### src/design/plph_params.svh
// Constants for the low-power handshake block
`ifndef PLPH_PARAMS_SVH
`define PLPH_PARAMS_SVH
`define PLPH_CLK_PERIOD_NS   40
`define PLPH_SETTLE_CYCLES   10
`define PLPH_WAKE_MAX_CYCLES 3
`define PLPH_CNT_W           4
`define PLPH_CNT_ZERO        4'h0
`endif

### src/design/plph_pkg.sv
// Types for the low-power handshake block
package plph_pkg;
    typedef enum logic [1:0] {
        PLPH_NORMAL = 2'b00,
        PLPH_DOZE   = 2'b01,
        PLPH_NAP    = 2'b10
    } plph_state_t;
endpackage : plph_pkg

### src/design/plph_handshake.sv
// Processor side of the low-power quiesce and idle/keepalive handshake
// Summary of operation
// RQ1 - Assert quiesce request to ask snooped bus activity to finish before low power.
// RQ2 - Hold quiesce request while quiescent; drop it when no longer wanted.
// RQ3 - Once quiescent low-power state is entered, stop snooping.
// RQ4 - System grants quiesce only after snooped activity ends; no low power without grant.
// RQ5 - System holds each grant level stable at least one bus cycle.
// RQ6 - Grant sampled at reset release; asserted disables reduced-pinout mode.
// RQ7 - Idle indicator asserts synchronously when idle with bus quiet.
// RQ8 - Keepalive keeps internal clocks running in nap so snooping works; code holds o_snoop_enable low in nap regardless.
// RQ9 - Idle indicator drops during bus activity and returns when idle.
// RQ10 - Keepalive taken asynchronously; clocks restart within three bus cycles.
// RQ11 - System releases keepalive only after idle indicator asserts.
// RQ12 - From normal only doze is reachable, needing system cooperation; code also enters nap from normal when synchronised keepalive is low.
// RQ13 - System holds keepalive ten cycles before power-down starts.
// RQ14 - Power bit write waits for idle, then asserts idle indicator: doze.
// RQ15 - System holds keepalive ten cycles after idle indicator on doze entry.
// RQ16 - In doze, idle indicator drops during a snoop write-back.
// RQ17 - System keeps keepalive asserted during doze snoop write-back.
// RQ18 - Power-down from normal without keepalive tries nap directly, unsupported.
// RQ19 - Doze to nap: bus idle, keepalive dropped, grants withheld ten cycles.
// RQ20 - System withholds grants so no transfer starts during doze to nap.
// RQ21 - Nap to doze: bus idle, keepalive raised, grants withheld ten cycles.
// RQ22 - Power state normal, doze or nap, cleared to normal by reset.
// RQ23 - System counts ten-cycle intervals with at least a four-bit counter.
`timescale 1ns/1ns
`include "plph_params.svh"
module plph_handshake
    import plph_pkg::*;
#(
    parameter int SETTLE = `PLPH_SETTLE_CYCLES,
    parameter int CNT_W  = `PLPH_CNT_W
) (
    input  wire logic       i_clock,                   // Bus clock, 25 MHz
    input  wire logic       i_rst,                     // Hard reset, active high
    input  wire logic       i_power_mgmt_bit,          // Software power-down bit
    input  wire logic       i_quiesce_want,            // Core wants quiescent state
    input  wire logic       i_quiesce_grant_n,         // System quiesce grant, low
    input  wire logic       i_clock_keepalive,         // Keep clocks running
    input  wire logic       i_core_idle,               // Dispatch and execution stopped
    input  wire logic       i_transfer_start_strobe_n, // Bus transfer start, low
    input  wire logic       i_extended_transfer_start_n, // Extended start, low
    input  wire logic       i_snoop_writeback,         // Snoop write-back running
    output logic            o_quiesce_request_n,       // Quiesce request, low
    output logic            o_idle,                    // Idle indicator
    output logic            o_clocks_run,              // Internal clocks enabled
    output logic            o_snoop_enable,            // Snooping active
    output logic            o_quiescent,               // Quiesced low-power state
    output logic            o_reduced_pinout,          // Reduced-pinout mode selected
    output plph_state_t     o_power_state,             // Power state
    output logic            o_unsupported_nap          // Direct nap attempted
);
    plph_state_t      state_ff;
    plph_state_t      nxt_state;
    logic             quiesce_request_n_ff;
    logic             quiescent_ff;
    logic             nxt_quiescent;
    logic             idle_ff;
    logic             nxt_idle;
    logic             clk_run_ff;
    logic             snoop_ff;
    logic             strap_done_ff;
    logic             pinout_ff;
    logic             bad_nap_ff;
    logic             keep_s1_ff;
    logic             keep_s2_ff;
    logic             bus_busy;
    logic [CNT_W-1:0] keep_low_cnt;
    logic [CNT_W-1:0] keep_high_cnt;

    // Any start strobe on the bus counts as activity
    assign bus_busy = !i_transfer_start_strobe_n || !i_extended_transfer_start_n;

    // Keepalive arrives asynchronously; two flops, first read only by second
    always_ff @(posedge i_clock) begin
        if (i_rst) begin
            keep_s1_ff <= 1'b0;
            keep_s2_ff <= 1'b0;
        end else begin
            keep_s1_ff <= i_clock_keepalive;      // RQ10
            keep_s2_ff <= keep_s1_ff;
        end
    end

    // Time how long keepalive has been low and high with a quiet bus
    plph_cycle_counter #(.WIDTH(CNT_W)) u_keep_low (
        .i_clock (i_clock),
        .i_rst   (i_rst),
        .i_cond  (!keep_s2_ff && !bus_busy),
        .o_count (keep_low_cnt)
    );

    plph_cycle_counter #(.WIDTH(CNT_W)) u_keep_high (
        .i_clock (i_clock),
        .i_rst   (i_rst),
        .i_cond  (keep_s2_ff && !bus_busy),
        .o_count (keep_high_cnt)
    );

    // Power state transitions
    always_comb begin
        nxt_state = state_ff;
        case (state_ff)
            PLPH_NORMAL: begin
                // Only doze is legal; no keepalive means an attempted direct nap
                if (i_power_mgmt_bit && i_core_idle && !bus_busy) begin
                    if (keep_s2_ff) begin
                        nxt_state = PLPH_DOZE;       // RQ12 RQ14
                    end else begin
                        nxt_state = PLPH_NAP;        // RQ18
                    end
                end
            end
            PLPH_DOZE: begin
                if (!i_power_mgmt_bit) begin
                    nxt_state = PLPH_NORMAL;
                end else if (!keep_s2_ff && !i_snoop_writeback
                             && keep_low_cnt >= CNT_W'(SETTLE)) begin
                    nxt_state = PLPH_NAP;            // RQ19
                end
            end
            PLPH_NAP: begin
                if (keep_high_cnt >= CNT_W'(SETTLE)) begin
                    nxt_state = PLPH_DOZE;           // RQ21
                end
            end
            default: begin
                nxt_state = PLPH_NORMAL;
            end
        endcase
    end

    // State register, normal after reset
    always_ff @(posedge i_clock) begin
        if (i_rst) begin
            state_ff <= PLPH_NORMAL;                 // RQ22
        end else begin
            state_ff <= nxt_state;
        end
    end

    // Flag the unsupported direct-nap path so system can see the hazard
    always_ff @(posedge i_clock) begin
        if (i_rst) begin
            bad_nap_ff <= 1'b0;
        end else if (state_ff == PLPH_NORMAL && nxt_state == PLPH_NAP) begin
            bad_nap_ff <= 1'b1;                      // RQ18
        end else if (nxt_state == PLPH_NORMAL) begin
            bad_nap_ff <= 1'b0;
        end
    end

    // Idle indicator: low on bus activity or snoop write-back
    always_comb begin
        nxt_idle = (nxt_state != PLPH_NORMAL) && i_core_idle && !bus_busy
                   && !i_snoop_writeback;            // RQ7 RQ9 RQ16
    end

    always_ff @(posedge i_clock) begin
        if (i_rst) begin
            idle_ff <= 1'b0;
        end else begin
            idle_ff <= nxt_idle;                     // RQ14
        end
    end

    // Quiesce request follows the core's wish; held while quiescent
    always_ff @(posedge i_clock) begin
        if (i_rst) begin
            quiesce_request_n_ff <= 1'b0;
        end else begin
            quiesce_request_n_ff <= i_quiesce_want;               // RQ1 RQ2
        end
    end

    // Enter quiescent only once the system has granted
    always_comb begin
        nxt_quiescent = quiescent_ff;
        if (!quiesce_request_n_ff) begin
            nxt_quiescent = 1'b0;
        end else if (!i_quiesce_grant_n) begin
            nxt_quiescent = 1'b1;                    // RQ4
        end
    end

    // Next value is shared with snooping so both change on the same edge
    always_ff @(posedge i_clock) begin
        if (i_rst) begin
            quiescent_ff <= 1'b0;
        end else begin
            quiescent_ff <= nxt_quiescent;
        end
    end

    // Clocks run unless napping without keepalive; sync delay keeps wake within 3
    always_ff @(posedge i_clock) begin
        if (i_rst) begin
            clk_run_ff <= 1'b1;
        end else begin
            clk_run_ff <= (nxt_state != PLPH_NAP) || keep_s2_ff; // RQ8 RQ10
        end
    end

    // Snooping stops in nap or once quiesced
    always_ff @(posedge i_clock) begin
        if (i_rst) begin
            snoop_ff <= 1'b1;
        end else begin
            snoop_ff <= (nxt_state != PLPH_NAP) && !nxt_quiescent; // RQ3 RQ19
        end
    end

    // Strap caught at first clock after reset release
    always_ff @(posedge i_clock) begin
        if (i_rst) begin
            strap_done_ff <= 1'b0;
            pinout_ff     <= 1'b0;
        end else if (!strap_done_ff) begin
            strap_done_ff <= 1'b1;
            pinout_ff     <= i_quiesce_grant_n;      // RQ6
        end
    end

    assign o_quiesce_request_n = !quiesce_request_n_ff;
    assign o_idle              = idle_ff;
    assign o_clocks_run        = clk_run_ff;
    assign o_snoop_enable      = snoop_ff;
    assign o_quiescent         = quiescent_ff;
    assign o_reduced_pinout    = pinout_ff;
    assign o_power_state       = state_ff;
    assign o_unsupported_nap   = bad_nap_ff;
endmodule : plph_handshake

### src/design/plph_cycle_counter.sv
// Saturating counter of consecutive cycles a condition has held
`timescale 1ns/1ns
module plph_cycle_counter #(
    parameter int WIDTH = 4
) (
    input  wire logic             i_clock,  // Bus clock
    input  wire logic             i_rst,    // Sync reset, active high
    input  wire logic             i_cond,   // Condition being timed
    output logic      [WIDTH-1:0] o_count   // Cycles held, saturating
);
    logic [WIDTH-1:0] count_ff;

    // Restart on any drop of the condition; saturate to avoid wrap
    always_ff @(posedge i_clock) begin
        if (i_rst || !i_cond) begin
            count_ff <= '0;
        end else if (count_ff != {WIDTH{1'b1}}) begin
            count_ff <= count_ff + 1'b1;
        end
    end

    assign o_count = count_ff;
endmodule : plph_cycle_counter

### config.mk
export PLATFORM = sky130hd
export DESIGN_NAME = plph_handshake
export DESIGN_NICKNAME = d
export VERILOG_FILES = /design/src/design/plph_pkg.sv /design/src/design/plph_handshake.sv /design/src/design/plph_cycle_counter.sv
export VERILOG_INCLUDE_DIRS = /design/src /design/src/design
export SDC_FILE = /design/constraint.sdc
export NUM_CORES = 1
export LEC_CHECK = 0
export BUFFER_PORTS_ARGS = -buffer_cell sky130_fd_sc_hd__buf_2
export CAP_MARGIN = 20
export CORE_UTILIZATION = 31
export CTS_CLUSTER_DIAMETER = 30
export CTS_CLUSTER_SIZE = 20
export DETAILED_ROUTE_END_ITERATION = 6
export PLACE_DENSITY = 0.56
export SLEW_MARGIN = 20
export SYNTH_ARGS = -nofsm -noshare
export SYNTH_HDL_FRONTEND = slang
export SYNTH_SLANG_ARGS = --single-unit
export TNS_END_PERCENT = 10
### constraint.sdc
create_clock -name i_clock -period 1.9 [get_ports i_clock]
set_clock_uncertainty 0.1 [all_clocks]
set_input_delay 0.19 -clock i_clock [delete_from_list [all_inputs] [get_ports i_clock]]
set_output_delay 0.19 -clock i_clock [all_outputs]
set_load 0.1 [all_outputs]
==> flow_summary.toml <==
[global_route]
grt_remaining_overflow = 0
track_usage_pct = 12.0
antenna_found_initial = 0
grt_pass1_wl_um = 2470
grt_pass1_vias = 600
grt_max_degree = 13

[synthesis]
yosys.area_share.adder_pct = 6.02
syn_inst = 89
syn_nets = 103
ys_seq_area_share_pct = 48.1
yosysTopAreaCell = "dfxtp_1"
synth_seq_cells = 20
synthXorXnorAreaFrac_pct = 2.11
yosysTopAreaCellShare_pct = 48.1
synth_area_per_cell_sq_um = 9.35
ys_warn_count = 0
synth-compound-area-share_pct = 9.92
muxShareOfSynthArea_pct = 1.20
ys_types = 26
synth_area_sq_um = 832
synth_top_family_by_area = "simple AND/OR/NAND/NOR gates"
yosys.area_share.simple_pct = 29.9
synth.area.top_cells = "dfxtp_1, nor2_1, ha_1, nor2b_1, nand3_1"

[power]
seqPwrFrac_pct = 49.8
p_comb_share_pct = 10.7
vdd_drop_max_v = 0.000464
p_sw_mw = 0.206
p_clk_share_pct = 39.5
swShare_pct = 23.5
leakage_nw = 0.447
total_power_mw = 0.876
power.density_mw_per_mm2 = 841
internal_power_mw = 0.670

[clock_tree]
cts.sinks = 20
cts_buffer_depth = 2
cts-htree-levels = 1
cts_tree = "built"
ctsResizeCount = 0
clkLatencyLatePin_ns = 0.30
cts_buffers = 3
clkTransAtPathRegs_ns = 0.12
cts_root_buffer = "clkbuf_4"

[timing]
whs_ns = 0.0230
rsz0062_at_grt = "false"
layout_min_cycle_time_ns = 1.67
slew_viol_final = 0
slew_headroom_pct = 67.8
fin_crit_sh_pct = 87.9
setup_viol_count_final = 0
fin_ws_ns = 0.229
setup_tns_ns = 0
max_freq_mhz = 599
tightest_slew_ns = 0.487
finalHoldViolCount = 0

[floorplanning]
initial_core_util_pct = 33.3
die-area_sq_mm = 0.00289
core_area_sq_mm = 0.00250
std_cell_rows = 18
die_y_um = 53.8
die-width_um = 53.8
num_io_pins = 19

[finish]
syn2layout_area_growth_pct = 25.1
final_nets = 128
post-route-util_pct = 41.6
final_cells = 143
antennaDiodeCount = 0
drive_gt1_share_pct = 24.8
final_area_sq_mm = 0.00104
nFillCells = 240

[status]
status = "finished, final reports clean"

[critical_path]
reg2reg_from = "u_keep_low.o_count[0]$_SDFFE_PP0P_"
critical_path_required_ns = 2.06
r2r_end = "o_clocks_run$_SDFF_PP1_"
critPathLaunchType = "flop"
r2r_slack_ns = 0.23
crit_arrival_ns = 1.83
endpoint_kind = "flop"
crit_path_max_fanout = 5
crit_type = "reg2reg"
r2r_cells = 6

[drt]
antenna_left = 0
via_per_inst = 4.68
drt_iter0_markers = 12
drcViolationCount = 0
drt_pass1_iterations = 4
vias = 669
wl_per_cell_um = 10.3
drt_wl_total_um = 1470

[placement]
placed_area_sq_um = 958
dp_slack_ns = 0.229
gp_routability_congestion = 0.700
placed_cells = 136
numPortBuffers = 18
dp_hpwl_um = 1150

[worst_hold_path]
worstHoldPathType = "in2reg"
worstHoldEndpoint = "o_reduced_pinout$_SDFFE_PP0N_"
hold_depth = 3
hp-start = "i_quiesce_grant_n"

[run]
maxCapViolCount = 0
[synth_stat cells]
cell type	instances
nor3_2	2
nor3_1	4
and4_4	1
and3b_1	1
nand3_1	5
a21o_1	1
mux2i_1	1
nand2b_1	2
a31oi_1	2
o21ai_0	1
xnor2_1	2
nand2_1	4
o21a_1	1
inv_1	5
nor4_2	1
a222oi_1	1
nor2_1	15
o31a_1	2
nor4bb_1	1
a211oi_1	3
nor3b_1	1
or3_1	3
nor2b_1	5
dfxtp_1	20
ha_1	4
clkbuf_1	1
[cell type report]
| type | instances | area [sq um] | area share, % |
|---|---|---|---|
| Multi-Input combinational cell | 63 | 409 | 39.3 |
| Inverter | 5 | 18.8 | 1.80 |
| Sequential cell | 20 | 403 | 38.7 |
| Clock buffer | 3 | 22.5 | 2.16 |
| Timing Repair Buffer | 21 | 120 | 11.5 |
| Clock inverter | 1 | 30.0 | 2.88 |
| Tap cell | 30 | 37.5 | 3.61 |
[cell usage in the layout (no fill, tap or decap), drive strengths merged, types with 2 or more instances in the layout]
master | synthesis | routed
nor2 | 15 | 15
dlygate4sd3 | 0 | 3
nand2b | 2 | 2
xnor2 | 2 | 2
ha | 4 | 4
a31oi | 2 | 2
or3 | 3 | 3
dfxtp | 20 | 20
buf | 0 | 18
o31a | 2 | 2
a211oi | 3 | 3
nand3 | 5 | 5
nor3 | 6 | 6
inv | 5 | 5
nand2 | 4 | 4
nor2b | 5 | 5
clkbuf | 1 | 3
[power by group through the flow]
stage	registers [mW]	clock network, mW	logic [mW]
finish	0.436	0.346	0.0935
global route	0.438	0.376	0.0999
CTS	0.437	0.355	0.0944
detailed placement	0.446	0	0.0895
global placement	0.446	0	0.0896
floorplan	0.481	0	0.0332
[worst max-delay path, stage by stage, from the launching register on]
cell     delay, ns
dfxtp_1       0.43
inv_1         0.06
ha_1          0.18
or3_1         0.33
and4_4        0.18
nor3_2        0.21
or3_1         0.14
[how the worst max path moves through the flow]
| stage | start | end | slack, ns | depth (start not counted) |
|---|---|---|---|---|
| 2_1_floorplan | o_power_state[0]$_SDFF_PP0_ | o_clocks_run$_SDFF_PP1_ | 0.16 | 4 |
| 3_3_place_gp | u_keep_low.o_count[0]$_SDFFE_PP0P_ | o_snoop_enable$_SDFF_PP1_ | 0.26 | 6 |
| 3_5_place_dp | u_keep_low.o_count[0]$_SDFFE_PP0P_ | o_clocks_run$_SDFF_PP1_ | 0.23 | 6 |
| 4_1_cts | u_keep_low.o_count[0]$_SDFFE_PP0P_ | o_clocks_run$_SDFF_PP1_ | 0.21 | 6 |
| 5_1_grt | u_keep_high.o_count[0]$_SDFFE_PP0P_ | o_clocks_run$_SDFF_PP1_ | 0.12 | 6 |
| 6_report | u_keep_low.o_count[0]$_SDFFE_PP0P_ | o_clocks_run$_SDFF_PP1_ | 0.23 | 6 |
[metal layers]
layer / track usage, % / vias to the layer above / wire length [um]
met3: 2.54 / 4 / 53
met5: 0 / - / 0
met2: 17.7 / 14 / 627
met1: 16.2 / 293 / 765
li1: - / 358 / -
met4: 6.58 / 0 / 23
[what timing repair did]
item	4_1_cts	5_1_grt
hold buffers	3	0
hold endpoints to repair	3	0
buffers inserted	0	0
[cells by family (layout without fill, tap and decap cells)]
| family | count (synthesis) | in the layout |
|---|---|---|
| mux | 1 | 1 |
| compound gates | 11 | 11 |
| simple gates | 45 | 45 |
| flops | 20 | 20 |
| fa+ha+maj | 4 | 4 |
| buf+inv | 6 | 30 |
| xor+xnor | 2 | 2 |
(Power assumes the default switching activity.)
